### config.mk
export PLATFORM = sky130hd
export DESIGN_NAME = supply_mode_reset_controller
export DESIGN_NICKNAME = d
export VERILOG_FILES = /design/src/logic/supply_mode_pkg.sv /design/src/logic/pin_sync.sv /design/src/logic/status_flags.sv /design/src/logic/supply_mode_reset_controller.sv
export SDC_FILE = /design/constraint.sdc
export NUM_CORES = 1
export LEC_CHECK = 0
export BUFFER_PORTS_ARGS = -buffer_cell sky130_fd_sc_hd__buf_2
export CORE_UTILIZATION = 49
export CTS_BUF_LIST = sky130_fd_sc_hd__clkbuf_4
export CTS_CLUSTER_DIAMETER = 40
export DETAILED_ROUTE_END_ITERATION = 16
export GPL_TIMING_DRIVEN = 0
export PLACE_DENSITY_LB_ADDON = 0.08
export SLEW_MARGIN = 20
export SYNTH_ARGS = -nofsm -noshare
export SYNTH_HDL_FRONTEND = slang
export SYNTH_HIERARCHICAL = 1
export SYNTH_SLANG_ARGS = --single-unit
### constraint.sdc
create_clock -name clk_i -period 2.7 [get_ports clk_i]
set_clock_uncertainty 0.2 [all_clocks]
set_input_delay 0.405 -clock clk_i [delete_from_list [all_inputs] [get_ports clk_i]]
set_output_delay 0.405 -clock clk_i [all_outputs]
set_load 0.005 [all_outputs]
### src/logic/supply_mode_pkg.sv
// shared constants and carrier types for the supply and mode sequencer
package supply_mode_pkg;
    localparam int          NUM_CH          = 8;
    localparam int          LIMP_CH_A       = 2;
    localparam int          LIMP_CH_B       = 3;
    localparam int          CLK_MHZ         = 100;
    localparam int          TRANS_LAT_NS    = 1000;
    localparam int          TRANS_LAT_CYC   = (TRANS_LAT_NS * CLK_MHZ + 999) / 1000;
    localparam int          SYNC_STAGES     = 2;
    localparam logic [1:0]  MODE_IDLE       = 2'h0;
    localparam logic [1:0]  MODE_LIMP       = 2'h1;
    localparam logic [1:0]  MODE_ACTIVE     = 2'h2;
    localparam logic [1:0]  MODE_SLEEP      = 2'h3;
    localparam logic [7:0]  CH_ALL_OFF      = 8'h00;
    localparam logic [7:0]  DIAG_LIMP_MASK  = 8'h0C;
    localparam logic [7:0]  DIAG_ALL_MASK   = 8'hFF;

    typedef enum logic [4:0] {
        ST_SLEEP  = 5'h01,
        ST_IDLE   = 5'h02,
        ST_WAKE   = 5'h04,
        ST_ACTIVE = 5'h08,
        ST_LIMP   = 5'h10
    } mode_state_t;

    // control pins from the host, raw or synchronised
    typedef struct packed {
        logic standby;
        logic direct_input_1;
        logic direct_input_0;
    } ctrl_pins_t;

    // supply monitor levels
    typedef struct packed {
        logic battery_uv;
        logic io_uv;
        logic int_supply_fail;
    } supply_t;
endpackage

### src/logic/pin_sync.sv
// two-stage synchroniser, one chain per bit
`timescale 1ns/1ps
`default_nettype none
module pin_sync
    import supply_mode_pkg::*;
#(
    parameter int WIDTH = 3
) (
    // clock and reset
    input  wire logic             clk_i,
    input  wire logic             rst_i,
    // pins
    input  wire logic [WIDTH-1:0] async_i,
    output logic      [WIDTH-1:0] sync_o
);
    genvar g;
    generate
        for (g = 0; g < WIDTH; g++) begin : g_bit
            logic [SYNC_STAGES-1:0] chain;
            always_ff @(posedge clk_i) begin
                if (rst_i) begin
                    chain <= '0;
                end else begin
                    chain <= {chain[SYNC_STAGES-2:0], async_i[g]};
                end
            end
            assign sync_o[g] = chain[SYNC_STAGES-1];
        end
    endgenerate
endmodule
`default_nettype wire

### src/logic/status_flags.sv
// sticky supply, power-on-reset and diagnostic flags
`timescale 1ns/1ps
`default_nettype none
module status_flags
    import supply_mode_pkg::*;
#(
    parameter int N = NUM_CH
) (
    // clock and reset
    input  wire logic         clk_i,
    input  wire logic         rst_i,
    // events
    input  wire supply_t      supply_i,
    input  wire logic         por_cond_i,
    input  wire logic [N-1:0] diag_event_i,
    // host acknowledge and read
    input  wire logic         battery_ack_i,
    input  wire logic         io_ack_i,
    input  wire logic         por_read_i,
    input  wire logic [N-1:0] diag_clear_i,
    // flags
    output logic              battery_undervoltage_flag_o,
    output logic              io_supply_undervoltage_flag_o,
    output logic              power_on_reset_flag_o,
    output logic      [N-1:0] overload_overtemp_diag_o
);
    // set wins over clear everywhere; no register reset reaches these
    always_ff @(posedge clk_i) begin
        if (rst_i) begin
            battery_undervoltage_flag_o <= 1'b0;
        end else if (supply_i.battery_uv) begin
            battery_undervoltage_flag_o <= 1'b1;
        end else if (battery_ack_i) begin
            battery_undervoltage_flag_o <= 1'b0;
        end
    end

    always_ff @(posedge clk_i) begin
        if (rst_i) begin
            io_supply_undervoltage_flag_o <= 1'b0;
        end else if (supply_i.io_uv && !por_cond_i) begin
            io_supply_undervoltage_flag_o <= 1'b1;
        end else if (io_ack_i) begin
            io_supply_undervoltage_flag_o <= 1'b0;
        end
    end

    // the block's own reset is a power-on condition too
    always_ff @(posedge clk_i) begin
        if (rst_i || por_cond_i) begin
            power_on_reset_flag_o <= 1'b1;
        end else if (por_read_i) begin
            power_on_reset_flag_o <= 1'b0;
        end
    end

    genvar g;
    generate
        for (g = 0; g < N; g++) begin : g_diag
            always_ff @(posedge clk_i) begin
                if (rst_i) begin
                    overload_overtemp_diag_o[g] <= 1'b0;
                end else if (diag_event_i[g]) begin
                    overload_overtemp_diag_o[g] <= 1'b1;
                end else if (diag_clear_i[g]) begin
                    overload_overtemp_diag_o[g] <= 1'b0;
                end
            end
        end
    endgenerate
endmodule
`default_nettype wire

### src/logic/supply_mode_reset_controller.sv
// operating-mode and reset sequencer for the eight-channel driver
`timescale 1ns/1ps
`default_nettype none
// Overview of operation
// - battery undervoltage flag latched until acknowledged
// - io undervoltage flag when no power-on reset
// - power-on reset sets flag, read clears
// - power-up needs battery and standby or input
// - sleep: outputs off, registers held reset
// - idle: channels off, no on-diagnostics
// - idle keeps overload and overtemperature flags
// - force-active bit holds active mode
// - active needs standby, source and enabled channel
// - no sources, inputs low and force clear returns idle
// - io undervoltage, inputs low, standby: power-on reset to sleep
// - standby low, input high: limp, writes ignored
// - limp: input 0 to ch2, 1 to ch3
// - limp reports mode code 01
// - limp keeps ch2/ch3 overload diagnostics
// - limp from sleep: defaults, channels autoconfigure
// - open-load-on diagnostics only in active
// - four conditions reset read/write registers
// - register reset: only ch2/ch3 by inputs
// - register reset spares diag and supply flags
// - supply failure, or io uv with inputs low, resets logic
// - turn-on outside active/limp adds transition latency
// - battery uv blocks idle to active only with standby and both inputs high
module supply_mode_reset_controller
    import supply_mode_pkg::*;
#(
    parameter int N       = NUM_CH,
    parameter int LAT_CYC = TRANS_LAT_CYC
) (
    // clock and reset
    input  wire logic         clk_i,
    input  wire logic         rst_i,
    // control pins and supply monitors
    input  wire ctrl_pins_t   pins_i,
    input  wire supply_t      supply_i,
    input  wire logic         external_reset_pin_i,
    // configuration from the register file
    input  wire logic         force_active_bit_i,
    input  wire logic         soft_reset_i,
    input  wire logic         ext_reset_sense_i,
    input  wire logic [N-1:0] spi_output_command_i,
    input  wire logic [N-1:0] channel_enable_i,
    input  wire logic [N-1:0] first_input_routing_i,
    input  wire logic [N-1:0] second_input_routing_i,
    input  wire logic [N-1:0] pwm_routed_i,
    input  wire logic [1:0]   pwm_gen_on_i,
    input  wire logic [N-1:0] open_load_on_diag_enable_i,
    // diagnostics from the channels
    input  wire logic [N-1:0] overload_overtemp_event_i,
    // host acknowledge and read strobes
    input  wire logic         battery_ack_i,
    input  wire logic         io_ack_i,
    input  wire logic         por_read_i,
    input  wire logic [N-1:0] diag_clear_i,
    // mode and resets
    output logic [1:0]        mode_o,
    output logic              register_reset_o,
    output logic              logic_reset_o,
    output logic              spi_write_allow_o,
    output logic              on_diag_allow_o,
    output logic              limp_autoconfig_o,
    // channel control
    output logic [N-1:0]      channel_on_o,
    output logic [N-1:0]      open_load_on_run_o,
    // status flags
    output logic              battery_undervoltage_flag_o,
    output logic              io_supply_undervoltage_flag_o,
    output logic              power_on_reset_flag_o,
    output logic [N-1:0]      overload_overtemp_diag_o
);
    localparam int CW = $clog2(LAT_CYC + 1);
    localparam logic [CW-1:0] LAT_LAST = CW'(LAT_CYC - 1);

    ctrl_pins_t  pin;
    mode_state_t state;
    mode_state_t next_state;
    mode_state_t wake_target;
    mode_state_t next_target;
    logic [CW-1:0] wake_cnt;
    logic        any_in;
    logic        sleep_cond;
    logic        limp_cond;
    logic        source_any;
    logic        active_req;
    logic        idle_force;
    logic        reg_reset_cond;
    logic        por_cond;
    logic        limp_from_sleep;
    logic [N-1:0] diag_gate;
    logic [N-1:0] ch_limp;
    logic [N-1:0] ch_cmd;

    pin_sync #(
        .WIDTH ($bits(ctrl_pins_t))
    ) u_pin_sync (
        .clk_i   (clk_i),
        .rst_i   (rst_i),
        .async_i (pins_i),
        .sync_o  (pin)
    );

    assign any_in     = pin.direct_input_0 | pin.direct_input_1;
    assign sleep_cond = !pin.standby && !any_in;
    assign limp_cond  = !pin.standby && any_in;
    // routed inputs only count as a source while the pin is high
    assign source_any = (|spi_output_command_i) | (|pwm_gen_on_i) | (|pwm_routed_i)
                      | ((|first_input_routing_i) & pin.direct_input_0)
                      | ((|second_input_routing_i) & pin.direct_input_1);
    assign active_req = force_active_bit_i
                      | (pin.standby && source_any && (|channel_enable_i));
    assign idle_force = pin.standby && supply_i.io_uv && !any_in;
    assign por_cond   = supply_i.int_supply_fail || (supply_i.io_uv && !any_in);
    assign reg_reset_cond = supply_i.io_uv || sleep_cond || soft_reset_i
                          || (external_reset_pin_i && ext_reset_sense_i);

    // mode transitions
    always_comb begin
        next_state  = state;
        next_target = wake_target;
        case (state)
            ST_SLEEP: begin
                if (!supply_i.battery_uv && (pin.standby || any_in)) begin
                    next_state  = ST_WAKE;
                    next_target = limp_cond ? ST_LIMP : ST_IDLE;
                end
            end
            ST_IDLE: begin
                if (sleep_cond) begin
                    next_state = ST_SLEEP;
                end else if (limp_cond) begin
                    next_state  = ST_WAKE;
                    next_target = ST_LIMP;
                end else if (active_req && !idle_force
                             && !(supply_i.battery_uv && pin.standby && pin.direct_input_0
                                  && pin.direct_input_1)) begin
                    next_state  = ST_WAKE;
                    next_target = ST_ACTIVE;
                end
            end
            ST_WAKE: begin
                if (sleep_cond) begin
                    next_state = ST_SLEEP;
                end else if (wake_cnt == LAT_LAST) begin
                    next_state = wake_target;
                end
            end
            ST_ACTIVE: begin
                if (sleep_cond) begin
                    next_state = ST_SLEEP;
                end else if (limp_cond) begin
                    next_state = ST_LIMP;
                end else if (idle_force) begin
                    next_state = ST_IDLE;
                end else if (!force_active_bit_i && !source_any && !any_in) begin
                    next_state = ST_IDLE;
                end
            end
            ST_LIMP: begin
                if (sleep_cond) begin
                    next_state = ST_SLEEP;
                end else if (pin.standby) begin
                    next_state = ST_IDLE;
                end
            end
            default: begin
                next_state = ST_SLEEP;
            end
        endcase
    end

    always_ff @(posedge clk_i) begin
        if (rst_i || por_cond) begin
            state       <= ST_SLEEP;
            wake_target <= ST_IDLE;
        end else begin
            state       <= next_state;
            wake_target <= next_target;
        end
    end

    // latency counter runs only while waking
    always_ff @(posedge clk_i) begin
        if (rst_i || state != ST_WAKE) begin
            wake_cnt <= '0;
        end else if (wake_cnt != LAT_LAST) begin
            wake_cnt <= wake_cnt + CW'(1);
        end
    end

    always_ff @(posedge clk_i) begin
        if (rst_i || por_cond) begin
            limp_from_sleep <= 1'b0;
        end else if (state == ST_SLEEP) begin
            limp_from_sleep <= 1'b1;
        end else if (state == ST_ACTIVE || state == ST_IDLE) begin
            limp_from_sleep <= 1'b0;
        end
    end

    // channel commands per mode
    always_comb begin
        ch_limp            = CH_ALL_OFF;
        ch_limp[LIMP_CH_A] = pin.direct_input_0;
        ch_limp[LIMP_CH_B] = pin.direct_input_1;
        ch_cmd = CH_ALL_OFF;
        case (state)
            ST_ACTIVE: begin
                if (register_reset_o) begin
                    ch_cmd = ch_limp;
                end else begin
                    ch_cmd = channel_enable_i & (spi_output_command_i | pwm_routed_i
                           | (first_input_routing_i & {N{pin.direct_input_0}})
                           | (second_input_routing_i & {N{pin.direct_input_1}}));
                end
            end
            ST_LIMP: begin
                ch_cmd = ch_limp;
            end
            default: begin
                ch_cmd = CH_ALL_OFF;
            end
        endcase
    end

    always_ff @(posedge clk_i) begin
        if (rst_i) begin
            channel_on_o       <= CH_ALL_OFF;
            open_load_on_run_o <= CH_ALL_OFF;
            on_diag_allow_o    <= 1'b0;
        end else begin
            channel_on_o       <= ch_cmd;
            open_load_on_run_o <= (state == ST_ACTIVE) ? open_load_on_diag_enable_i : CH_ALL_OFF;
            on_diag_allow_o    <= (state == ST_ACTIVE);
        end
    end

    always_ff @(posedge clk_i) begin
        if (rst_i) begin
            mode_o <= MODE_SLEEP;
        end else begin
            case (state)
                ST_LIMP:   mode_o <= MODE_LIMP;
                ST_ACTIVE: mode_o <= MODE_ACTIVE;
                ST_SLEEP:  mode_o <= MODE_SLEEP;
                default:   mode_o <= MODE_IDLE;
            endcase
        end
    end

    // resets and write permission
    always_ff @(posedge clk_i) begin
        if (rst_i) begin
            register_reset_o  <= 1'b1;
            logic_reset_o     <= 1'b1;
            spi_write_allow_o <= 1'b0;
            limp_autoconfig_o <= 1'b0;
        end else begin
            register_reset_o  <= reg_reset_cond || (state == ST_SLEEP);
            logic_reset_o     <= por_cond;
            spi_write_allow_o <= !supply_i.io_uv && !reg_reset_cond
                              && (state == ST_IDLE || state == ST_ACTIVE || state == ST_WAKE);
            limp_autoconfig_o <= (state == ST_LIMP) && limp_from_sleep;
        end
    end

    // idle, wake and sleep record no new diagnostics; limp watches ch2/ch3 only
    always_comb begin
        case (state)
            ST_ACTIVE: diag_gate = DIAG_ALL_MASK;
            ST_LIMP:   diag_gate = DIAG_LIMP_MASK;
            default:   diag_gate = CH_ALL_OFF;
        endcase
    end

    status_flags #(
        .N (N)
    ) u_status_flags (
        .clk_i                         (clk_i),
        .rst_i                         (rst_i),
        .supply_i                      (supply_i),
        .por_cond_i                    (por_cond),
        .diag_event_i                  (overload_overtemp_event_i & diag_gate),
        .battery_ack_i                 (battery_ack_i && spi_write_allow_o),
        .io_ack_i                      (io_ack_i && spi_write_allow_o),
        .por_read_i                    (por_read_i),
        .diag_clear_i                  (diag_clear_i & {N{spi_write_allow_o}}),
        .battery_undervoltage_flag_o   (battery_undervoltage_flag_o),
        .io_supply_undervoltage_flag_o (io_supply_undervoltage_flag_o),
        .power_on_reset_flag_o         (power_on_reset_flag_o),
        .overload_overtemp_diag_o      (overload_overtemp_diag_o)
    );
endmodule
`default_nettype wire

==> results.md <==
* Status: finished clean
* Final Critical Period at 2.39 ns
* Top Ports at about 120
* Max Fclk at ~420 MHz
* Worst r2r src: u_pin_sync/g_bit[2].chain[1]
* Post-synthesis sequential area ratio at 0.423
* Hold path cells at 2
* Vias per cell at 5.32
* DIE HEIGHT at between 70 and 80 um
* Antenna Diode Count at 0
* HP Class: input port to flip-flop
* Unrepaired setup endpoints after global routing: false
* DRC errors left at 0
* Final layout net count at ~500
* Drt total wl at 6.84 mm
* Skew-Pair Late Insertion Delay at roughly 0.38 ns
* Post-Synthesis Cells at 298
* GPL Wtd Cong at between 0.9 and 1
* Clock sinks at between 50 and 60
* CP max FO at 10
* YS warnings at 6
* Post-DP HPWL at ~5.3 mm
* Initial antenna violation count at 0
* Pin count of the biggest net entering global routing at 17
* Most frequent cells in the layout: buf_2, dfxtp_1, nor2_1, and3_1, inv_1
* DP Area at approximately 3300 um^2
* First-pass GRT wire length at roughly 11 mm
* Worst ir drop on vdd at 0.242 mV
* Leak Pwr at around 1.6 nW
* Clock root buffer: clkbuf_4
* Fin crit share at 0.887
* Yosys top cell by area: dfxtp_1
* Yosys cell types at around 60
* Slew Viols, Final at 0
* Total CTS buffers at 5
* Max cap viols at 0
* Die Area at between 5000 and 6000 um^2
* Async SR Flop Fraction at 0
* Gr usage total at 0.244
* Fin Setup TNS at 0 ns
* Initial Util at 0.513
* Core area at 5170 um^2
* Cell count along the critical path at 7
* Via count at around 2600
* CTS resizes at 0
* CTS tree: built
* Initial DRC Count at about 140
* Area contributors post-synth: dfxtp_1, and3_1, a21oi_2
* Post-synth top flop: dfxtp_1
* Crit Path Class: flip-flop to flip-flop
* Crit path from: u_pin_sync/g_bit[2].chain[1]
* Row cnt at 26
* GRT overflow at 0
* Synth top area share at 0.423
* Deepest clock path buffer count at 2
* Buf/Inv on CP at 3
* CP max stage delay at around 0.53 ns
* Crit end category: flip-flop
* Final hold violations at 0
* Worst-path clk slew at around 0.15 ns
* Die W at approximately 76 um
* I/O Buffers at about 110
* Critical hold path startpoint: pins_i[0]
* Share of cells above drive strength 1 at 0.362
* Post-Syn Area at ~2700 um^2
* Mapped Nets at 380
* Path depth of the worst reg2reg path at 7
* Setup bufs post-CTS at 0
* Cell family with most CP delay: simple AND/OR/NAND/NOR gates
* Setup violators final at 0
* Avg Inst Size Synth at approximately 8.9 um^2
* Routed Antenna Nets at 0
* WP data arrival at 2.48 ns
* DR pass1 iterations at 4
* Hold-fix buffers at CTS at 1
* Critical path, cell by cell: buf_4 -> buf_6 -> or3_1 -> buf_2 -> a31o_4 -> or4_1 -> a2111oi_2
* Crit start category: flip-flop
* P per Cell Area at approximately 410 nW/um^2
* Number of flops mapped to enable cells by yosys at 0
* Slowest-stage cell, CP: or4_1
* WL per Instance at roughly 14 um
* # H-tree levels at 2
* Layout Area Growth over Synthesis at 27.2%
* Req. time, crit path at roughly 2.8 ns
* Post-route cell area at ~3400 um^2
* Worst relative slew slack at 0.450
* Yosys reg bits at 56
* Least-Margin Pin Slew at 0.804 ns
* Commonest non-fill, non-tap cell in the layout: buf_2
* Vias in the first global route at between 2000 and 2500
[worst register-to-register path, delay by kind of cell, from the launching register on]
kind	cells	cell delay (ns)
DFF	1	0.33
buffers and inverters	3	0.42
AOI/OAI and AO/OA	2	0.54
and+or+nand+nor	2	0.82
[synth_stat cells (5+ instances only)]
cell,instances
a21oi_1,6
a21oi_2,10
a22oi_1,7
and2_1,11
and3_1,22
clkbuf_1,5
dfxtp_1,56
inv_1,19
nand2_1,18
nand2b_1,13
nand3_1,11
nor2_1,23
nor2b_1,6
nor3_1,6
nor4_1,6
o21ai_0,9
or4_1,7
[state kept, by name (all words and copies together) (netlist names)]
name                                          flops
wake_cnt                                          7
u_status_flags/battery_undervoltage_flag_o        1
register_reset_o                                  1
u_status_flags/io_supply_undervoltage_flag_o      1
limp_autoconfig_o                                 1
channel_on_o                                      8
u_pin_sync/g_bit.chain                            6
spi_write_allow_o                                 1
state                                             5
on_diag_allow_o                                   1
u_status_flags/power_on_reset_flag_o              1
open_load_on_run_o                                8
u_status_flags/overload_overtemp_diag_o           8
wake_target                                       3
logic_reset_o                                     1
mode_o                                            2
limp_from_sleep                                   1
[cell type report]
class | count | area [um^2]
Inverter | 20 | 75.1
Tap cell | 70 | 87.6
Clock buffer | 6 | 45.0
Timing Repair Buffer | 115 | 581
Buffer | 14 | 90.1
Fill cell | 453 | 1800
Multi-Input combinational cell | 208 | 1370
Sequential cell | 56 | 1120
Clock inverter | 1 | 8.76
[routing by layer]
layer	part of all wire	GRT usage	up-vias
met3	0.068	0.0503	10
met1	0.45	0.316	1164
met4	0.012	0.0720	0
met2	0.47	0.412	112
met5	0	0	-
li1	-	-	1323
[metrics by stage]
step                      std cells   util  hold WS, ns  power [W]  setup slack (ns)
after CTS                       490  0.652      0.00747    0.00139             0.309
after global placement          482  0.640        0.221    0.00103             0.343
after floorplan                 298      -        0.214   0.000936             0.417
after detailed placement        482  0.640        0.228    0.00103             0.320
final                           490  0.652       0.0292    0.00138             0.305
after global routing            490  0.652       0.0169    0.00144             0.196
[kinds of logic after synthesis]
family	Yosys count	synth area share
flip-flops	56	0.423
AND/OR/NAND/NOR	138	0.298
XOR/XNOR	6	0.0198
multiplexers	1	0.00377
buffers and inverters	34	0.0623
adder cells (fa/ha/maj)	1	0.00472
AO/OA/AOI/OAI	62	0.189
[final timing paths]
kind	slack (ns)	endpoint
setup reg to reg	0.31	state[4]
setup / recovery	0.31	state[4]
hold reg to reg	0.26	u_pin_sync/g_bit[1].chain[1]
hold / removal	0.03	u_pin_sync/g_bit[0].chain[0]
[power breakdown]
group	leakage, nW	total [W]	switching, W	internal [W]
Sequential	0.454	0.000843	0.00000458	0.000838
Clock	0.0321	0.000362	0.000251	0.000112
Combinational	1.11	0.000171	0.0000894	0.0000820
Total	1.60	0.00138	0.000345	0.00103
Note: power is estimated with default switching activity, not from simulation.
